$ cat config.mk
export PLATFORM = sky130hd
export DESIGN_NAME = cfg_access_ports
export DESIGN_NICKNAME = d
export VERILOG_FILES = /design/src/logic/cfg_port_pkg.sv /design/src/logic/cfg_access_ports.sv /design/src/logic/lane_pick.sv
export SDC_FILE = /design/constraint.sdc
export NUM_CORES = 1
export LEC_CHECK = 0
export ABC_AREA = 1
export BUFFER_PORTS_ARGS = -buffer_cell sky130_fd_sc_hd__buf_2
export CAP_MARGIN = 30
export CORE_MARGIN = 2
export CORE_UTILIZATION = 50
export CTS_BUF_LIST = sky130_fd_sc_hd__clkbuf_4
export CTS_CLUSTER_SIZE = 16
export DETAILED_ROUTE_END_ITERATION = 10
export PLACE_DENSITY = 0.82
export SYNTH_ARGS = -nofsm -noshare
export SYNTH_HDL_FRONTEND = slang
export SYNTH_SLANG_ARGS = --single-unit
$ cat constraint.sdc
create_clock -name clk -period 1.8 [get_ports clk]
set_input_delay 0.36 -clock clk [delete_from_list [all_inputs] [get_ports clk]]
set_output_delay 0.36 -clock clk [all_outputs]
set_load 0.02 [all_outputs]
$ cat src/logic/cfg_port_pkg.sv
// constants, field layout and carrier types for the configuration access ports
// assumes a dword-wide processor I/O request port and one clock
// How it works
// - a 32-bit selector port answers at I/O address 0CF8h and a 32-bit data window at 0CFCh.
// - once the selector holds a target with bit 31 set, every later data window read or write with any byte enable set starts a configuration transfer to it.
// - byte enables of a data window access choose which bytes of the configuration register take part.
// - a selector access counts as a configuration-mechanism access only when it is a full dword.
// - a partial access to the selector address leaves the selector alone and is forwarded as ordinary I/O.
// - the target bus number is selector bits 23 to 16.
// - the target device number is selector bits 15 to 11.
// - the function number is selector bits 10 to 8.
// - the register index is selector bits 7 to 2.
`default_nettype none
package cfg_port_pkg;
  localparam logic [15:0] SEL_PORT_ADDR = 16'h0CF8;
  localparam logic [15:0] WIN_PORT_ADDR = 16'h0CFC;
  localparam int unsigned ADDR_DW_LO    = 2;
  localparam logic [3:0]  BE_FULL       = 4'hF;
  localparam logic [3:0]  BE_NONE       = 4'h0;
  localparam logic [31:0] SEL_RESET     = 32'h0000_0000;
  localparam logic [31:0] SEL_WMASK     = 32'h80FF_FFFC;
  localparam logic [7:0]  LANE_FILL     = 8'hFF;
  localparam int unsigned EN_BIT        = 31;
  localparam int unsigned BUS_HI        = 23;
  localparam int unsigned BUS_LO        = 16;
  localparam int unsigned DEV_HI        = 15;
  localparam int unsigned DEV_LO        = 11;
  localparam int unsigned FUNC_HI       = 10;
  localparam int unsigned FUNC_LO       = 8;
  localparam int unsigned REG_HI        = 7;
  localparam int unsigned REG_LO        = 2;
  localparam int unsigned LANES         = 4;

  typedef struct packed {
    logic        wr;
    logic [15:0] addr;
    logic [3:0]  be;
    logic [31:0] wdata;
  } io_cmd_t;

  typedef struct packed {
    logic        wr;
    logic [7:0]  bus;
    logic [4:0]  dev;
    logic [2:0]  func;
    logic [5:0]  regidx;
    logic [3:0]  be;
    logic [31:0] wdata;
  } cfg_cmd_t;

  typedef enum logic [1:0] {
    ST_IDLE = 2'b00,
    ST_CFG  = 2'b01,
    ST_PASS = 2'b10
  } state_t;
endpackage
`default_nettype wire

$ cat src/logic/cfg_access_ports.sv
// configuration selector and data window ports on the processor I/O path
// assumes one I/O request at a time, dword aligned address with byte enables,
// and targets that answer with a one-cycle ack
`default_nettype none
module cfg_access_ports (
  // clock and reset
  input  wire logic                   clk,
  input  wire logic                   rstn,
  // processor I/O request and answer
  input  wire logic                   io_valid,
  input  wire cfg_port_pkg::io_cmd_t  io_cmd,
  output logic                        io_busy,
  output logic                        io_ack,
  output logic [31:0]                 io_rdata,
  // configuration transfer toward targets
  output logic                        cfg_valid,
  output cfg_port_pkg::cfg_cmd_t      cfg_cmd,
  input  wire logic                   cfg_ack,
  input  wire logic [31:0]            cfg_rdata,
  // ordinary I/O forwarded downstream
  output logic                        pass_valid,
  output cfg_port_pkg::io_cmd_t       pass_cmd,
  input  wire logic                   pass_ack,
  input  wire logic [31:0]            pass_rdata,
  // selector contents for observation
  output logic [31:0]                 selector
);
  import cfg_port_pkg::*;

  state_t      state_q;
  logic        busy_q;
  logic        ack_q;
  logic [31:0] rdata_q;
  logic [31:0] sel_q;
  logic        cfg_valid_q;
  cfg_cmd_t    cfg_cmd_q;
  logic        pass_valid_q;
  io_cmd_t     pass_cmd_q;
  logic [31:0] cfg_merged;

  logic taken;
  logic hit_sel;
  logic hit_win;
  logic sel_full;
  logic win_cfg;
  logic win_none;

  assign taken    = io_valid && !busy_q;
  assign hit_sel  = io_cmd.addr[15:ADDR_DW_LO] == SEL_PORT_ADDR[15:ADDR_DW_LO];
  assign hit_win  = io_cmd.addr[15:ADDR_DW_LO] == WIN_PORT_ADDR[15:ADDR_DW_LO];
  assign sel_full = hit_sel && (io_cmd.be == BE_FULL);
  // window only reaches config space while enabled; otherwise it is plain I/O
  assign win_cfg  = hit_win && sel_q[EN_BIT];
  assign win_none = win_cfg && (io_cmd.be == BE_NONE);

  // disabled lanes read as all ones, like a master abort
  for (genvar i = 0; i < LANES; i++) begin : g_lane
    lane_pick #(.W(8)) u_lane (
      .en   (cfg_cmd_q.be[i]),
      .data (cfg_rdata[8*i+:8]),
      .fill (LANE_FILL),
      .q    (cfg_merged[8*i+:8])
    );
  end

  // sequencing
  always_ff @(posedge clk or negedge rstn) begin
    if (!rstn) begin
      state_q <= ST_IDLE;
      busy_q  <= 1'b0;
    end else begin
      unique case (state_q)
        ST_IDLE: begin
          if (taken && win_cfg && !win_none) begin
            state_q <= ST_CFG;
            busy_q  <= 1'b1;
          end else if (taken && !sel_full && !win_cfg) begin
            state_q <= ST_PASS;
            busy_q  <= 1'b1;
          end
        end
        ST_CFG: begin
          if (cfg_ack) begin
            state_q <= ST_IDLE;
            busy_q  <= 1'b0;
          end
        end
        ST_PASS: begin
          if (pass_ack) begin
            state_q <= ST_IDLE;
            busy_q  <= 1'b0;
          end
        end
        default: begin
          state_q <= ST_IDLE;
          busy_q  <= 1'b0;
        end
      endcase
    end
  end

  // selector register: full dword writes only
  always_ff @(posedge clk or negedge rstn) begin
    if (!rstn) begin
      sel_q <= SEL_RESET;
    end else if (taken && sel_full && io_cmd.wr) begin
      sel_q <= io_cmd.wdata & SEL_WMASK;
    end
  end

  // configuration transfer request, held until the target acks
  always_ff @(posedge clk or negedge rstn) begin
    if (!rstn) begin
      cfg_valid_q <= 1'b0;
      cfg_cmd_q   <= '0;
    end else if (state_q == ST_IDLE && taken && win_cfg && !win_none) begin
      cfg_valid_q      <= 1'b1;
      cfg_cmd_q.wr     <= io_cmd.wr;
      cfg_cmd_q.bus    <= sel_q[BUS_HI:BUS_LO];
      cfg_cmd_q.dev    <= sel_q[DEV_HI:DEV_LO];
      cfg_cmd_q.func   <= sel_q[FUNC_HI:FUNC_LO];
      cfg_cmd_q.regidx <= sel_q[REG_HI:REG_LO];
      cfg_cmd_q.be     <= io_cmd.be;
      cfg_cmd_q.wdata  <= io_cmd.wdata;
    end else if (state_q == ST_CFG && cfg_ack) begin
      cfg_valid_q <= 1'b0;
    end
  end

  // ordinary I/O forwarding, held until downstream acks
  always_ff @(posedge clk or negedge rstn) begin
    if (!rstn) begin
      pass_valid_q <= 1'b0;
      pass_cmd_q   <= '0;
    end else if (state_q == ST_IDLE && taken && !sel_full && !win_cfg) begin
      pass_valid_q <= 1'b1;
      pass_cmd_q   <= io_cmd;
    end else if (state_q == ST_PASS && pass_ack) begin
      pass_valid_q <= 1'b0;
    end
  end

  // answer to the processor
  always_ff @(posedge clk or negedge rstn) begin
    if (!rstn) begin
      ack_q   <= 1'b0;
      rdata_q <= SEL_RESET;
    end else begin
      ack_q <= 1'b0;
      if (state_q == ST_IDLE && taken && sel_full) begin
        ack_q   <= 1'b1;
        rdata_q <= io_cmd.wr ? rdata_q : sel_q;
      end else if (state_q == ST_IDLE && taken && win_none) begin
        // no lanes enabled: no target touched, reads float high
        ack_q   <= 1'b1;
        rdata_q <= io_cmd.wr ? rdata_q : {LANES{LANE_FILL}};
      end else if (state_q == ST_CFG && cfg_ack) begin
        ack_q   <= 1'b1;
        rdata_q <= cfg_cmd_q.wr ? rdata_q : cfg_merged;
      end else if (state_q == ST_PASS && pass_ack) begin
        ack_q   <= 1'b1;
        rdata_q <= pass_cmd_q.wr ? rdata_q : pass_rdata;
      end
    end
  end

  assign io_busy    = busy_q;
  assign io_ack     = ack_q;
  assign io_rdata   = rdata_q;
  assign cfg_valid  = cfg_valid_q;
  assign cfg_cmd    = cfg_cmd_q;
  assign pass_valid = pass_valid_q;
  assign pass_cmd   = pass_cmd_q;
  assign selector   = sel_q;

  property p_sel_read;
    @(posedge clk) disable iff (!rstn)
    (taken && sel_full && !io_cmd.wr) |=> (io_ack && io_rdata == $past(sel_q));
  endproperty
  a_sel_read: assert property (p_sel_read)
    else $error("selector read not answered with selector value");

  property p_win_start;
    @(posedge clk) disable iff (!rstn)
    (taken && hit_win && sel_q[EN_BIT] && io_cmd.be != BE_NONE) |=> (cfg_valid && io_busy);
  endproperty
  a_win_start: assert property (p_win_start)
    else $error("window access did not start a config transfer");

  property p_lane_fill;
    @(posedge clk) disable iff (!rstn)
    (state_q == ST_CFG && cfg_ack && !cfg_cmd.wr && !cfg_cmd.be[0]) |=> (io_ack && io_rdata[7:0] == LANE_FILL);
  endproperty
  a_lane_fill: assert property (p_lane_fill)
    else $error("disabled byte lane did not read as fill");

  property p_full_write;
    @(posedge clk) disable iff (!rstn)
    (taken && sel_full && io_cmd.wr) |=> (io_ack && selector == ($past(io_cmd.wdata) & SEL_WMASK));
  endproperty
  a_full_write: assert property (p_full_write)
    else $error("full dword selector write not latched");

  property p_partial_sel;
    @(posedge clk) disable iff (!rstn)
    (taken && hit_sel && io_cmd.be != BE_FULL) |=> (pass_valid && $stable(selector) && !cfg_valid);
  endproperty
  a_partial_sel: assert property (p_partial_sel)
    else $error("partial selector access not forwarded untouched");

  property p_bus_field;
    @(posedge clk) disable iff (!rstn)
    $rose(cfg_valid) |-> cfg_cmd.bus == selector[BUS_HI:BUS_LO];
  endproperty
  a_bus_field: assert property (p_bus_field)
    else $error("bus number does not match selector");

  property p_dev_field;
    @(posedge clk) disable iff (!rstn)
    $rose(cfg_valid) |-> cfg_cmd.dev == selector[DEV_HI:DEV_LO];
  endproperty
  a_dev_field: assert property (p_dev_field)
    else $error("device number does not match selector");

  property p_func_field;
    @(posedge clk) disable iff (!rstn)
    $rose(cfg_valid) |-> cfg_cmd.func == selector[FUNC_HI:FUNC_LO];
  endproperty
  a_func_field: assert property (p_func_field)
    else $error("function number does not match selector");

  property p_reg_field;
    @(posedge clk) disable iff (!rstn)
    $rose(cfg_valid) |-> cfg_cmd.regidx == selector[REG_HI:REG_LO];
  endproperty
  a_reg_field: assert property (p_reg_field)
    else $error("register index does not match selector");

  property p_enable_gate;
    @(posedge clk) disable iff (!rstn)
    (taken && hit_win && !sel_q[EN_BIT]) |=> (!cfg_valid && pass_valid);
  endproperty
  a_enable_gate: assert property (p_enable_gate)
    else $error("config transfer started with enable bit clear");
endmodule
`default_nettype wire

$ cat src/logic/lane_pick.sv
// one byte lane of read data: target byte when enabled, fill otherwise
// assumes the caller registers the result
`default_nettype none
module lane_pick #(
  parameter int unsigned W = 8
) (
  // select
  input  wire logic         en,
  // data
  input  wire logic [W-1:0] data,
  input  wire logic [W-1:0] fill,
  output logic      [W-1:0] q
);
  assign q = en ? data : fill;
endmodule
`default_nettype wire
Word-level counts from Yosys, hierarchy flattened
Index checks and enable logic that the tools add are counted.

storage, ports and cells
  register bits after elaboration = 173
  bits of input ports = 122

cells by class
  equality and inequality tests = 12
  muxes and demuxes = 30
  reductions and logical operators = 30

operators with widths
  operator              number
  $mux 32               8
  $mux 8                4
  $eq 14x10->1 const B  2
  $logic_and 1x1->1     19
  $mux 1                12
  $mux 2                4
  $ne 2x2->1 const B    4
  $pmux 2 s3            1
  $reduce_and 5->1      1
  $eq 4x4->1 const B    1
  $logic_not 1->1       4
  $logic_not 4->1       1
  $ne 4x1->1 const B    1
  $ne 4x2->1 const B    1
  $reduce_bool 2->1     2
  $reduce_bool 4->1     1
  $ne 3x3->1 const B    1
  $pmux 1 s3            1
  $reduce_and 3->1      1
  $eq 2x1->1 const B    1
  $eq 2x2->1 const B    1
  $logic_not 2->1       1

Logic depth before layout (Yosys ltp)
  depth after elaboration = 8
  depth in mapped cells = 12
  gate-level depth less buffers = 11

Hierarchy
From an unflattened synthesis, not the netlist that was laid out.

second synthesis, totals
  cells, all modules = 976
  area, all modules = 7,975.1 µm²

modules (own cells, without submodules)
  module            instances  cells each  area each (µm²)  sequential area each (µm²)
  cfg_access_ports  1          872         7,554.7          4,329.2
  lane_pick         4          26          105.1            0.0

Worst setup path after synthesis
No wires, ideal clock.

  kind = register to register
  from = reg sel_q[31], in the netlist selector[31]
  to = reg cfg_cmd_q (netlist bit cfg_cmd[48])
  data arrival time = 1,469 ps
  data required time = 1,669 ps
  setup slack = 200 ps
  stages on the path, launching flop included = 8
  path buffers = 2
  path through = dfrtp_1 nand3_1 nor2_1 nand4_1 buf_2 buf_2 nand2_1 o21ai_0

between the ends
  longest elaborated chain between the ends = 4
  elaborated cells on any way between the ends = 5
  classes of those cells = reduce/logical (5)

RTL lines
  element                 line                     RTL
  from (decl)             cfg_access_ports.sv:34   logic [31:0] sel_q;
  from (signal assigned)  cfg_access_ports.sv:107  sel_q <= io_cmd.wdata & SEL_WMASK;
  $logic_and 1x1->1 (*)   cfg_access_ports.sv:53   assign win_cfg = hit_win && sel_q[EN_BIT];
  $logic_and 1x1->1       cfg_access_ports.sv:54   assign win_none = win_cfg && (io_cmd.be == BE_NONE);
  $logic_not 1->1         cfg_access_ports.sv:116  end else if (state_q == ST_IDLE && taken && win_cfg && !win_none) begin
  $logic_and 1x1->1 (*)   cfg_access_ports.sv:116
  to (decl)               cfg_access_ports.sv:36   cfg_cmd_t cfg_cmd_q;

Every way passes the cells marked *; elsewhere a longest branch is shown, timed or not.
A chain may end at the register's enable or synchronous reset.

Worst setup path in the final report
  from = reg cfg_cmd_q (netlist bit cfg_cmd[35])
  to = out cfg_cmd[35] (netlist name)

RTL lines
  element    line                    RTL
  to (decl)  cfg_access_ports.sv:17  output cfg_port_pkg::cfg_cmd_t cfg_cmd,

No word-level cell between the ends.

==> impl_summary.log <==
INFO  metric min_period = 1.70 ns
INFO  metric final_cell_mix = buf_2, nand2_1, dfrtp_1
INFO  metric total_of_flip_flops_plus_latches_after_synthesis = 173
INFO  metric yosysSeqAreaShare = 0.568
INFO  metric final_cell_area = 0.00965 mm²
INFO  metric placement_row_count = 45
INFO  metric timing.final.max_slew_violations = 0
INFO  metric overflow_after_grt = 0
INFO  metric grt_start_max_net_pins = 81
INFO  metric clock_slew_at_the_register_clock_pins_of_the_worst_setup_and_hold_paths = 0.14 ns
INFO  metric drt_iter0_drc = 414
INFO  metric leading_cell_type_in_the_layout_fill_and_taps_excluded = buf_2
INFO  metric post_synth.cell_area_avg = 8.48 µm²
INFO  metric cts_made_buffers = 17
INFO  metric dr.pass1.iters = 5
INFO  metric fin_worst_skew = 0.0190 ns
INFO  metric floorplan.initialDensity = 0.507
INFO  metric total_power = 11,700 µW
INFO  metric number_of_levels_in_the_clock_h_tree = 4
INFO  metric num_io_pins = 302
INFO  metric place.detailed.instances = 1,341
INFO  metric core_area = 0.0150 mm²
INFO  metric route.detailed.drc = 0
INFO  metric worstHoldPathCells = 3
INFO  metric route.vias.total = 6,912
INFO  metric netlist_area = 0.00762 mm²
INFO  metric timing.final.ws_setup = 0.0968 ns
INFO  metric final_replace_weighted_congestion = 0.838
INFO  metric timing.max_slew.rel_slack = 0.657
INFO  metric finalWirelength = 21,000 µm
INFO  metric via_per_inst = 5.02
INFO  metric power.static_leakage = 0.00555 µW
INFO  metric timing.fmax = 587 MHz
INFO  metric post_synth_inst_count = 899
INFO  metric die-width = 127 µm
INFO  metric cts-root-to-sink-buffers = 2
INFO  metric filler_cell_count = 1,274
INFO  metric timing.final.crit_share = 0.946
INFO  metric slew_at_the_pin_with_the_worst_max_slew_slack = 0.514 ns
INFO  metric hp-start = io_cmd[36]
INFO  metric cpLargestDelayFamily = flip-flops
INFO  metric place.port_buffers = 292
INFO  metric clock_tree_from_tritoncts = yes
INFO  metric preCtsSetupSlack = -0.0135 ns
INFO  metric areaGrowthSynthToFinish = 26.6%
INFO  metric cp_data_arrival_time = 1.34 ns
INFO  metric rr_startpoint = io_busy
INFO  metric slowest_delay = 0.56 ns
INFO  metric dieArea = 0.0163 mm²
INFO  metric status = finished clean
INFO  metric critPathLaunchType = register
INFO  metric max_cap_violations = 0
INFO  metric yosys_warnings = 0
INFO  metric clock_latency = 0.56 ns
INFO  metric ant_nets = 0
INFO  metric setup.worst_path.end_class = output port
INFO  metric post_synth_num_cell_types = 23
INFO  metric post-dp-hpwl = 15,400 µm
INFO  metric min-delay-path-class = input pin to register
INFO  metric layout_cells_sized_above_1 = 0.304
INFO  metric wire_length_per_cell = 15.2 µm
INFO  metric hold_viol_final = 0
INFO  metric cts_setup_buffers = 0
INFO  metric track_usage = 0.261
INFO  metric design.final.nets = 1,298
INFO  metric crit_reg_reg_endpoint = io_rdata[5]
INFO  metric largest_fanout_on_the_critical_path = 10
INFO  metric cts-root-buf = clkbuf_4
INFO  metric layoutNonFillerInstCount = 1,378
INFO  metric timing.reg2reg.worst_path_depth = 12
INFO  metric via_count_of_the_first_global_routing_pass = 6,456
INFO  metric timing.critical_path.slowest_stage_cell = dfrtp_2
INFO  metric postPlaceCellArea = 0.00929 mm²
INFO  metric final_core_util = 0.642
INFO  metric power_per_cell_area = 1220 mW/mm²
INFO  metric number_of_antenna_violations_at_the_first_check_in_global_routing = 1
INFO  metric die_height = 127 µm
INFO  metric grt_pass1_wl = 32,800 µm
INFO  metric required = 1.44 ns
INFO  metric tritoncts_num_sinks = 173
INFO  metric worst-setup-path-type = register to output port
INFO  metric vdd_drop_max = 0.827 mV
INFO  metric path_buf_inv = 1
INFO  metric setup_viol = 0
INFO  metric timing.hold.worst_endpoint = pass_cmd[36]
INFO  metric r2r_slack = 0.13 ns
INFO  metric rsz0062_at_grt = true
INFO  metric critical_path.cell_chain = buf_2
==> synth_stat cells <==
cell	number	area (µm²)
dfrtp_1	173	4330
nand3_2	3	30.0
nand3_4	2	35.0
buf_1	3	11.3
nand3b_1	2	15.0
a21oi_1	65	325
nor2_8	1	20.0
nor2_2	2	12.5
nand2_1	254	953
o21ai_0	102	510
inv_1	119	447
buf_2	27	135
o21ai_1	67	335
nand2_4	1	11.3
nand4_1	4	25.0
nand4_2	2	25.0
buf_6	5	56.3
nor2_1	6	22.5
conb_1	1	3.75
clkbuf_1	15	56.3
nand3_1	28	140
inv_2	1	3.75
buf_4	16	120
==> worst max path at each step <==
stage,startpoint,to,slack (ns),cells past startpoint
after floorplan,selector[31],cfg_cmd[48],0.20,7
final,cfg_cmd[35],cfg_cmd[35],0.1,1
after global routing,io_busy,io_rdata[14],-0.01,12
after detailed placement,io_cmd[49],cfg_cmd[31],-0.01,8
after global placement,io_cmd[45],cfg_cmd[2],0.1,8
after CTS,selector[31],cfg_cmd[3],0.04,5
==> metal layers <==
metal | part of all wire | track usage | up-vias
met1 | 0.43 | 0.349 | 3213
li1 | - | - | 3387
met5 | 0 | 0 | -
met2 | 0.48 | 0.415 | 282
met4 | 0.023 | 0.100 | 0
met3 | 0.067 | 0.0632 | 30
==> final cells by class <==
type                            instances  area [µm²]  share of cell area
Inverter                              120         450              0.0467
Antenna cell                            1        2.50            0.000259
Tap cell                              188         235              0.0244
Timing Repair Buffer                  316        1810               0.187
Multi-Input combinational cell        548        2510               0.260
Clock inverter                         15         181              0.0188
Sequential cell                       173        4330               0.449
Clock buffer                           17         128              0.0132
==> sequential cells by signal, indices dropped and copies added (netlist names) <==
signal / flops
cfg_cmd: 59
io_busy: 1
pass_valid: 1
io_ack: 1
selector: 23
io_rdata: 32
state_q: 2
pass_cmd: 53
cfg_valid: 1
==> kinds of logic (layout without fill, tap and decap cells) <==
logic type / after synthesis / after routing / synth area share
and+or+nand+nor: 305 / 305 / 0.169
AOI/OAI and AO/OA: 234 / 234 / 0.154
buffers and inverters: 186 / 468 / 0.109
DFF: 173 / 173 / 0.568
other: 1 / 10 / 0.000492
==> tightest hold or removal path: cells and delay by family <==
kind	cells	cell delay, ns
AO/OA/AOI/OAI	1	0.07
buffers and inverters	2	0.13
==> through the flow <==
step / setup TNS (ns) / hold WS [ns]
final: 0 / 0.0479
after CTS: 0 / 0.00272
after global placement: 0 / 0.352
after detailed placement: -0.0251 / 0.355
after floorplan: 0 / 0.0644
after global routing: -0.0106 / 0.00806
==> power breakdown <==
part / internal, µW / switching, µW / total, µW
logic: 1390 / 2630 / 4020
clock network: 986 / 1390 / 2380
registers: 4810 / 517 / 5330
total: 7190 / 4540 / 11700
==> what timing repair did <==
action,in CTS,in global routing
hold buffers,2,2
hold endpoints to repair,47,2
resized for setup,4,2
endpoints found under the setup margin,4,47
(Power assumes the default switching activity.)
